<file path="config.mk">
export PLATFORM = sky130hd
export DESIGN_NAME = signal_monitor_readback_framer
export DESIGN_NICKNAME = d
export VERILOG_FILES = /design/src/hw/sigmon_readback_pkg.sv /design/src/hw/signal_monitor_readback_framer.sv
export SDC_FILE = /design/constraint.sdc
export NUM_CORES = 1
export LEC_CHECK = 0
export BUFFER_PORTS_ARGS = -buffer_cell sky130_fd_sc_hd__buf_2
export CAP_MARGIN = 20
export CORE_ASPECT_RATIO = 1.5
export CORE_UTILIZATION = 40
export CTS_CLUSTER_DIAMETER = 60
export DETAILED_ROUTE_END_ITERATION = 12
export SETUP_SLACK_MARGIN = 0.05
export SKIP_LAST_GASP = 1
export SLEW_MARGIN = 15
export SYNTH_ARGS = -nofsm -noshare
export SYNTH_HDL_FRONTEND = slang
export SYNTH_SLANG_ARGS = --single-unit
</file>
<file path="constraint.sdc">
create_clock -name sys_clk -period 4.45 [get_ports sys_clk]
set_input_delay 0.445 -clock sys_clk [delete_from_list [all_inputs] [get_ports sys_clk]]
set_output_delay 0.445 -clock sys_clk [all_outputs]
set_load 0.01 [all_outputs]
</file>
<file path="src/hw/sigmon_readback_pkg.sv">
// Package: register map, field layout, reset values and carriers of the readback framer
package sigmon_readback_pkg;

  // Bus geometry
  localparam int ADDR_W = 12;                      // AXI byte address width
  localparam int DATA_W = 32;                      // AXI data width
  localparam int IDX_W = 10;                       // Register index width (byte addr / 4)

  // Register indices; byte address is four times the index
  localparam logic [IDX_W-1:0] IDX_MON_CTRL = 10'h270;      // Peak detector enable
  localparam logic [IDX_W-1:0] IDX_PERIOD0 = 10'h271;       // Period bits 7:0
  localparam logic [IDX_W-1:0] IDX_PERIOD1 = 10'h272;       // Period bits 15:8
  localparam logic [IDX_W-1:0] IDX_PERIOD2 = 10'h273;       // Period bits 23:16
  localparam logic [IDX_W-1:0] IDX_STAT_CTRL = 10'h274;     // Update strobe, result select
  localparam logic [IDX_W-1:0] IDX_RESULT_LOW = 10'h275;    // monitor_result_low
  localparam logic [IDX_W-1:0] IDX_RESULT_MID = 10'h276;    // monitor_result_mid
  localparam logic [IDX_W-1:0] IDX_RESULT_HIGH = 10'h277;   // monitor_result_high
  localparam logic [IDX_W-1:0] IDX_FRAME_COUNT = 10'h278;   // monitor_frame_count
  localparam logic [IDX_W-1:0] IDX_FRAMER_EN = 10'h279;     // stats_framer_enable
  localparam logic [IDX_W-1:0] IDX_FRAMER_SEL = 10'h27A;    // stats_framer_input_select

  // Field positions
  localparam int PEAK_EN_BIT = 1;                  // Peak detector enable in control
  localparam int UPDATE_BIT = 4;                   // Self-clearing result update
  localparam int SEL_PEAK_BIT = 1;                 // Peak data in serial frame

  // Field codes and reset values
  localparam logic [2:0] RSEL_PEAK = 3'h1;         // Peak detector on readback
  localparam logic [2:0] RSEL_RST = 3'h1;          // Result selection after reset
  localparam logic [1:0] FEN_OFF = 2'h0;           // Framer insertion off
  localparam logic [1:0] FEN_ON = 2'h3;            // Framer insertion on
  localparam logic [23:0] PERIOD_RST = 24'h000080; // Monitoring period after reset
  localparam logic SEL_PEAK_RST = 1'b1;            // Peak insertion bit after reset

  // AXI responses
  localparam logic [1:0] RESP_OKAY = 2'h0;         // Normal access
  localparam logic [1:0] RESP_SLVERR = 2'h2;       // Unmapped address

  // Write and read channel states (Gray along the path)
  typedef enum logic [0:0] {W_IDLE = 1'b0, W_RESP = 1'b1} wr_e;
  typedef enum logic [0:0] {R_IDLE = 1'b0, R_DATA = 1'b1} rd_e;

  // AXI4-Lite master-to-slave signals
  typedef struct packed {
    logic awvalid;
    logic [ADDR_W-1:0] awaddr;
    logic [2:0] awprot;
    logic wvalid;
    logic [DATA_W-1:0] wdata;
    logic [3:0] wstrb;
    logic bready;
    logic arvalid;
    logic [ADDR_W-1:0] araddr;
    logic [2:0] arprot;
    logic rready;
  } axil_req_s;

  // AXI4-Lite slave-to-master signals
  typedef struct packed {
    logic awready;
    logic wready;
    logic bvalid;
    logic [1:0] bresp;
    logic arready;
    logic rvalid;
    logic [DATA_W-1:0] rdata;
    logic [1:0] rresp;
  } axil_rsp_s;

  // Statistics word handed to the serial link framer
  typedef struct packed {
    logic valid;                                   // One-cycle pulse per period
    logic peakIncluded;                            // Peak field carries data
    logic [19:0] peak;                             // Peak statistic or zero
    logic [7:0] frameCount;                        // Running frame count
  } stats_frame_s;

endpackage

</file>
<file path="src/hw/signal_monitor_readback_framer.sv">
// Signal monitor readback registers, frame counter and statistics framer control
`timescale 1ns/1ps

module signal_monitor_readback_framer
  import sigmon_readback_pkg::*;
(
  input wire logic sys_clk,                              // 250 MHz output clock
  input wire logic rstn,                                 // Async reset, active low
  input wire sigmon_readback_pkg::axil_req_s axiReq,     // Register bus requests
  output sigmon_readback_pkg::axil_rsp_s axiRsp,         // Register bus answers
  input wire logic [19:0] peakLevel,                     // Peak detector output
  output logic peakDetEn,                                // Peak detector enable
  output sigmon_readback_pkg::stats_frame_s statsFrame   // Statistics to link framer
);

  // Whole state of the block
  typedef struct packed {
    wr_e wrSt;                 // Write channel state
    logic awHave;              // Write address held
    logic [ADDR_W-1:0] awAddr; // Held write address
    logic wHave;               // Write data held
    logic [DATA_W-1:0] wData;  // Held write data
    logic [3:0] wStrb;         // Held byte enables
    logic [1:0] bResp;         // Write response code
    rd_e rdSt;                 // Read channel state
    logic [DATA_W-1:0] rData;  // Read data register
    logic [1:0] rResp;         // Read response code
    logic peakEn;              // Peak detector enable
    logic [23:0] period;       // Monitoring period in cycles
    logic [2:0] resultSel;     // Readback source select
    logic updatePend;          // Update strobe, one cycle
    logic [19:0] result;       // Captured monitor result
    logic [7:0] frameCntReg;   // Captured frame count
    logic [7:0] frameCnt;      // Running frame count
    logic [23:0] perCnt;       // Period cycle counter
    logic [1:0] framerEn;      // Statistics insertion enable
    logic selPeak;             // Peak insertion select
    stats_frame_s stats;       // Framer output word
  } state_s;

  state_s state_r; // Registered state
  state_s state_nxt; // Next state
  logic expire; // Period counter wrap this cycle

  // Register index from a byte address
  function automatic logic [IDX_W-1:0] regIdx(input logic [ADDR_W-1:0] addr);
    regIdx = addr[ADDR_W-1:2];
  endfunction

  // Index falls inside the register map
  function automatic logic isMapped(input logic [IDX_W-1:0] idx);
    isMapped = (idx >= IDX_MON_CTRL) && (idx <= IDX_FRAMER_SEL);
  endfunction

  // Read mux; reserved bits and bits above the byte read as zero
  function automatic logic [DATA_W-1:0] readMux(input state_s s, input logic [IDX_W-1:0] idx);
    logic [7:0] b;
    b = 8'h00;
    if (idx == IDX_MON_CTRL) begin
      b[PEAK_EN_BIT] = s.peakEn;
    end else if (idx == IDX_PERIOD0) begin
      b = s.period[7:0];
    end else if (idx == IDX_PERIOD1) begin
      b = s.period[15:8];
    end else if (idx == IDX_PERIOD2) begin
      b = s.period[23:16];
    end else if (idx == IDX_STAT_CTRL) begin
      b[UPDATE_BIT] = s.updatePend;
      b[2:0] = s.resultSel;
    end else if (idx == IDX_RESULT_LOW) begin
      b = s.result[7:0];
    end else if (idx == IDX_RESULT_MID) begin
      b = s.result[15:8];
    end else if (idx == IDX_RESULT_HIGH) begin
      b = {4'h0, s.result[19:16]};
    end else if (idx == IDX_FRAME_COUNT) begin
      b = s.frameCntReg;
    end else if (idx == IDX_FRAMER_EN) begin
      b = {6'h00, s.framerEn};
    end else if (idx == IDX_FRAMER_SEL) begin
      b[SEL_PEAK_BIT] = s.selPeak;
    end
    readMux = {24'h000000, b};
  endfunction

  // Handshake outputs straight from state; data from flip-flops
  always_comb begin
    axiRsp.awready = !state_r.awHave && (state_r.wrSt == W_IDLE);
    axiRsp.wready = !state_r.wHave && (state_r.wrSt == W_IDLE);
    axiRsp.bvalid = (state_r.wrSt == W_RESP);
    axiRsp.bresp = state_r.bResp;
    axiRsp.arready = (state_r.rdSt == R_IDLE);
    axiRsp.rvalid = (state_r.rdSt == R_DATA);
    axiRsp.rdata = state_r.rData;
    axiRsp.rresp = state_r.rResp;
    peakDetEn = state_r.peakEn;
    statsFrame = state_r.stats;
  end

  // Period wrap; a zero period stops the monitor rather than wrapping every cycle
  assign expire = (state_r.period != 24'h000000) && (state_r.perCnt >= state_r.period - 24'h1);

  // Next-state logic for bus, registers, counters and framer
  always_comb begin
    logic [IDX_W-1:0] wIdx;
    logic [IDX_W-1:0] rIdx;
    wIdx = regIdx(state_r.awAddr);
    rIdx = regIdx(axiReq.araddr);
    state_nxt = state_r;
    state_nxt.updatePend = 1'b0;
    state_nxt.stats.valid = 1'b0;

    // Capture of results only on an update request; otherwise held
    if (state_r.updatePend) begin
      if (state_r.resultSel == RSEL_PEAK) begin
        state_nxt.result = peakLevel;
      end else begin
        state_nxt.result = 20'h00000; // Other sources live outside this block
      end
      state_nxt.frameCntReg = state_r.frameCnt;
    end

    // Period counter; odd periods are the caller's fault, counted as written
    if (expire) begin
      state_nxt.perCnt = 24'h000000;
      state_nxt.frameCnt = state_r.frameCnt + 8'h01;
      if (state_r.framerEn == FEN_ON) begin
        state_nxt.stats.valid = 1'b1;
        state_nxt.stats.peakIncluded = state_r.selPeak;
        state_nxt.stats.peak = state_r.selPeak ? peakLevel : 20'h00000;
        state_nxt.stats.frameCount = state_r.frameCnt + 8'h01;
      end
    end else if (state_r.period != 24'h000000) begin
      state_nxt.perCnt = state_r.perCnt + 24'h000001;
    end

    // Write address and data accepted in either order
    if (axiReq.awvalid && axiRsp.awready) begin
      state_nxt.awHave = 1'b1;
      state_nxt.awAddr = axiReq.awaddr;
    end
    if (axiReq.wvalid && axiRsp.wready) begin
      state_nxt.wHave = 1'b1;
      state_nxt.wData = axiReq.wdata;
      state_nxt.wStrb = axiReq.wstrb;
    end

    // Write channel
    case (state_r.wrSt)
      W_IDLE: begin
        if (state_r.awHave && state_r.wHave) begin
          state_nxt.awHave = 1'b0;
          state_nxt.wHave = 1'b0;
          state_nxt.wrSt = W_RESP;
          state_nxt.bResp = isMapped(wIdx) ? RESP_OKAY : RESP_SLVERR;
          // Only lane 0 carries register bits; read-only targets ignore writes
          if (state_r.wStrb[0]) begin
            if (wIdx == IDX_MON_CTRL) begin
              state_nxt.peakEn = state_r.wData[PEAK_EN_BIT];
            end else if (wIdx == IDX_PERIOD0) begin
              state_nxt.period[7:0] = state_r.wData[7:0];
            end else if (wIdx == IDX_PERIOD1) begin
              state_nxt.period[15:8] = state_r.wData[7:0];
            end else if (wIdx == IDX_PERIOD2) begin
              state_nxt.period[23:16] = state_r.wData[7:0];
            end else if (wIdx == IDX_STAT_CTRL) begin
              state_nxt.resultSel = state_r.wData[2:0];
              state_nxt.updatePend = state_r.wData[UPDATE_BIT];
            end else if (wIdx == IDX_FRAMER_EN) begin
              state_nxt.framerEn = state_r.wData[1:0];
            end else if (wIdx == IDX_FRAMER_SEL) begin
              state_nxt.selPeak = state_r.wData[SEL_PEAK_BIT];
            end
          end
        end
      end
      W_RESP: begin
        if (axiReq.bready) begin
          state_nxt.wrSt = W_IDLE;
        end
      end
      default: begin
        state_nxt.wrSt = W_IDLE;
      end
    endcase

    // Read channel; data registered so rdata is stable while rvalid stands
    case (state_r.rdSt)
      R_IDLE: begin
        if (axiReq.arvalid) begin
          state_nxt.rdSt = R_DATA;
          state_nxt.rData = readMux(state_r, rIdx);
          state_nxt.rResp = isMapped(rIdx) ? RESP_OKAY : RESP_SLVERR;
        end
      end
      R_DATA: begin
        if (axiReq.rready) begin
          state_nxt.rdSt = R_IDLE;
        end
      end
      default: begin
        state_nxt.rdSt = R_IDLE;
      end
    endcase
  end

  // State register with documented reset values
  always_ff @(posedge sys_clk or negedge rstn) begin
    if (!rstn) begin
      state_r <= '0;
      state_r.wrSt <= W_IDLE;
      state_r.rdSt <= R_IDLE;
      state_r.period <= PERIOD_RST;
      state_r.resultSel <= RSEL_RST;
      state_r.framerEn <= FEN_OFF;
      state_r.selPeak <= SEL_PEAK_RST;
    end else begin
      state_r <= state_nxt;
    end
  end
endmodule

</file>
==> impl_results.md <==
- Lkg Pwr: around 4.7 nW
- Worst clock skew: between 0.01 and 0.015 ns
- Y dimension of the die: 184 um
- Cell taking the most area after synthesis: sky130_fd_sc_hd__dfrtp_1
- Crit Reg-Reg Endpoint: state_r[56]$_DFFE_PN0P_
- Fin Hold WS: approximately 0.083 ns
- Dpl cells: 1197
- Nature of the critical path startpoint: flip-flop
- R2r startpoint: state_r[109]$_DFFE_PN0P_
- DRC violations left: 0
- Required time at the endpoint of the critical path: 4.80 ns
- Vias after detailed routing: 6442
- Total clock buffers created by CTS: 17
- CTS H-tree depth: 4
- Number of warnings issued by yosys: 0
- Maximum number of pins on one net before global-route repair: between 80 and 90
- Proportion of layout cells with a drive suffix above 1: 23.1%
- Critical Path Sink: state_r[56]$_DFFE_PN0P_
- Post-synthesis async set-or-reset flop share: 100%
- TritonCTS clock tree: yes
- Number of filler instances in the final layout: 2135
- Max-cap viol count: 0
- Number of placed I/O pins: 165
- Cells on worst reg2reg path: 13
- Placeable core area: about 22000 um2
- Count of flip-flops with a built-in enable after synthesis: 0
- Area contributors post-synth: sky130_fd_sc_hd__dfrtp_1 43%, sky130_fd_sc_hd__mux2_2 7.9%, sky130_fd_sc_hd__buf_4 5.8%, sky130_fd_sc_hd__ha_1 4.0%, sky130_fd_sc_hd__nand2_1 3.7%
- Final Hold Violating Endpoints: 0
- Setup Slack @ Placement: 0.329 ns
- Post-route fraction of the period consumed by the critical path: around nine tenths
- Cell chosen for the clock root: sky130_fd_sc_hd__clkbuf_16
- Tot GR Track Use: 19.6%
- DIE AREA: 22600 um2
- Maximum buffer depth of the clock tree: 2
- Top flip-flop cell by instance count after synthesis: sky130_fd_sc_hd__dfrtp_1
- Post-CTS clock slew at the launch and capture registers of the worst setup and hold paths: ~0.060 ns
- Tmin final: a little over 4 ns
- Via count of the first global-routing pass: 6329
- Kind of capture point of the worst setup path: flip-flop
- Initial antenna violation count: 0
- Power density of the placed cells: 412 nW/um2
- Achievable frequency: 248 MHz
- Max_slew headroom: approximately a third
- Global route overflow: 0
- Post-Layout Inst Area: 9850 um2
- Global-route wire length before repair: 33600 um
- Instance area at placement: 9200 um2
- Cell class contributing the biggest share of worst-path delay: simple AND/OR/NAND/NOR gates
- Fin worst setup slack: between 0.4 and 0.5 ns
- Crit-path cells: or4_4, nor3_4, nand3_1, nor4_1, xnor2_1, ha_1, nand4_1, nor3_1, a221oi_1, o211ai_1, buf_4, or4_1, o21ai_0
- Crit path max fanout: 13
- Crit Path Category: flip-flop to flip-flop
- Count of input and output buffers: 101
- Setup total negative slack: 0 ns
- Logic depth of the worst setup path including buffers: 13
- Die boundary width: about 120 um
- Slowest cell delay on critical path: about 0.6 ns
- Sequential fraction of the synthesis area: 44.1%
- Row count: 66
- WP data arrival: 4.38 ns
- Setup fix buffers added after clock tree synthesis: 0
- Routed WL: 21000 um
- Crit-path slowest cell: sky130_fd_sc_hd__or4_4
- Result of the run: complete, no violations
- Reg2reg setup slack: 0.42 ns
- Fraction of synthesized cell area taken by the top area cell type: a little over two fifths
- Class of the tightest hold or removal check: input port to async pin
- Ratio of routed vias to standard cells: ~5.2
- Worst Path Buf+Inv: 1
- Setup-failing EPs final: 0
- Per-instance average area after synthesis: 9.87 um2
- Number of detailed-route iterations in the first pass: 5
- Final weighted congestion in routability-driven placement: between 0.9 and 1
- Number of nets in the final layout: 1065
- Post-route antenna net violation count: 0
- Violation count after the first detailed-routing iteration: 287
- Ant diodes: 0
- CTS sink cnt: 155
- Yosys reg bits: 155
- Worst Max-Slew Pin Slew: around 0.97 ns
- Area added between synthesis and finish: 11.7%
- Syn Inst Count: 893
- Non-filler instance count after layout: 1229
- RSZ-0062 raised after global routing: false
- Clock network latency to the later pin of the worst-skew pair: 0.43 ns
- Worst setup path startpoint: state_r[109]$_DFFE_PN0P_
- Synthesized area: approximately 8800 um2
- Count of cell types in the netlist: 66
- Effective utilization at floorplan: between 40% and 50%
- Final Max Slew Viols: 0
- VDD IR-drop max: 0.382 mV
- Detailed-route wire length per cell: 17.1 um
- Placed wire-length estimate after detailed placement: approximately 16000 um
[area by class of cell]
class                      instances  area (um2)  area share [%]
clock buffer                      22         454            4.61
multi-input combinational        600        4160            42.2
clock inverter                    10         189            1.92
timing repair buffer             111         599            6.09
sequential                       155        3880            39.4
inverter                          59         221            2.25
tap                              272         340            3.46
[sequential cells by signal, summed over array words and instances (netlist names)]
| signal | cells |
|---|---|
| state_r | 112 |
| statsFrame | 30 |
| axiRsp | 12 |
| peakDetEn | 1 |
[metal layers]
| metal | wire length, um | up-vias | GRT usage, % | part of all wire [%] |
|---|---|---|---|---|
| li1 | - | 3128 | - | - |
| met1 | 8270 | 3125 | 22.0 | 39 |
| met2 | 11400 | 143 | 35.2 | 54 |
| met3 | 560 | 46 | 3.13 | 2.7 |
| met4 | 780 | 0 | 9.69 | 3.7 |
| met5 | 0 | - | 0 | 0 |
[Yosys cell counts (6+ instances only)]
cell type                   number
sky130_fd_sc_hd__ha_1           28
sky130_fd_sc_hd__a22o_1          8
sky130_fd_sc_hd__inv_1          59
sky130_fd_sc_hd__buf_2           6
sky130_fd_sc_hd__nor4_1          8
sky130_fd_sc_hd__and3_1         14
sky130_fd_sc_hd__mux2_2         62
sky130_fd_sc_hd__nand3_1        28
sky130_fd_sc_hd__o21ai_0        43
sky130_fd_sc_hd__xnor2_1        21
sky130_fd_sc_hd__buf_4          68
sky130_fd_sc_hd__nand2b_1        7
sky130_fd_sc_hd__nor3_1         18
sky130_fd_sc_hd__a21oi_1        49
sky130_fd_sc_hd__nand2_1        87
sky130_fd_sc_hd__o31ai_1         8
sky130_fd_sc_hd__clkbuf_1       27
sky130_fd_sc_hd__nor2b_1        12
sky130_fd_sc_hd__dfrtp_1       152
sky130_fd_sc_hd__mux2i_1        23
sky130_fd_sc_hd__nand4_1        13
sky130_fd_sc_hd__o2bb2ai_1       6
sky130_fd_sc_hd__nor2_1         40
sky130_fd_sc_hd__mux2_1          7
sky130_fd_sc_hd__xor2_1         13
[worst reg2reg max path: cells and delay by family, from the launching register on]
kind	cells	cell delay, ns
AOI/OAI and AO/OA	3	0.68
xor gates and xnor gates	1	0.17
adders and majority gates	1	0.28
buffers and inverters	1	0.26
DFF	1	0.44
and+or+nand+nor	7	2.14
[kinds of logic after synthesis]
kind of cell	count (synthesis)	share of synthesized area [%]
buffers and inverters	163	10.1
DFF	155	44.1
AOI/OAI and AO/OA	159	11.4
and+or+nand+nor	261	15.6
xor gates and xnor gates	34	3.38
muxes	92	11.4
adders and majority gates	28	3.98
other	1	0.0425
[power breakdown]
part	switching, mW	leakage, nW	internal, mW
registers	0.175	1.89	1.54
logic	0.427	2.55	0.324
clock network	0.581	0.297	1.01
total	1.18	4.73	2.88
[how the worst min path moves through the flow]
stage                               startpoint                          to  slack (ns)
detailed placement  statsFrame[28]$_DFFE_PN0P_  statsFrame[28]$_DFFE_PN0P_        0.47
CTS                                       rstn     state_r[54]$_DFFE_PN0P_        0.11
global route                              rstn     state_r[53]$_DFFE_PN0P_        0.15
finish                                    rstn     state_r[54]$_DFFE_PN0P_        0.08
global placement         axiRsp[1]$_DFFE_PN0P_       axiRsp[1]$_DFFE_PN0P_        0.46
floorplan                                 rstn       axiRsp[1]$_DFFE_PN0P_        0.15
[cells in the final DEF (no fill, tap or decap), types with 17 or more instances in the layout]
cell type / n
sky130_fd_sc_hd__inv_1: 59
sky130_fd_sc_hd__dfrtp_1: 152
sky130_fd_sc_hd__nor3_1: 18
sky130_fd_sc_hd__a21oi_1: 49
sky130_fd_sc_hd__o21ai_0: 43
sky130_fd_sc_hd__mux2_2: 62
sky130_fd_sc_hd__nand3_1: 28
sky130_fd_sc_hd__mux2i_1: 23
sky130_fd_sc_hd__buf_2: 100
sky130_fd_sc_hd__nor2_1: 39
sky130_fd_sc_hd__nand2_1: 87
sky130_fd_sc_hd__ha_1: 28
sky130_fd_sc_hd__clkbuf_16: 17
sky130_fd_sc_hd__conb_1: 26
sky130_fd_sc_hd__xnor2_1: 21
[metrics by stage]
step / total power [mW] / util (%)
after CTS: 4.11 / 45.5
after global routing: 4.26 / 45.5
after global placement: 2.49 / 42.5
after floorplan: 2.25 / -
after detailed placement: 2.50 / 42.5
final: 4.06 / 45.5
[timing repair]
| action | CTS | global route |
|---|---|---|
| endpoints found under the setup margin | 0 | 1 |
| gates resized for setup | 0 | 1 |
| hold buffers | 0 | 0 |
No activity file was read; power rests on OpenSTA's default activity.
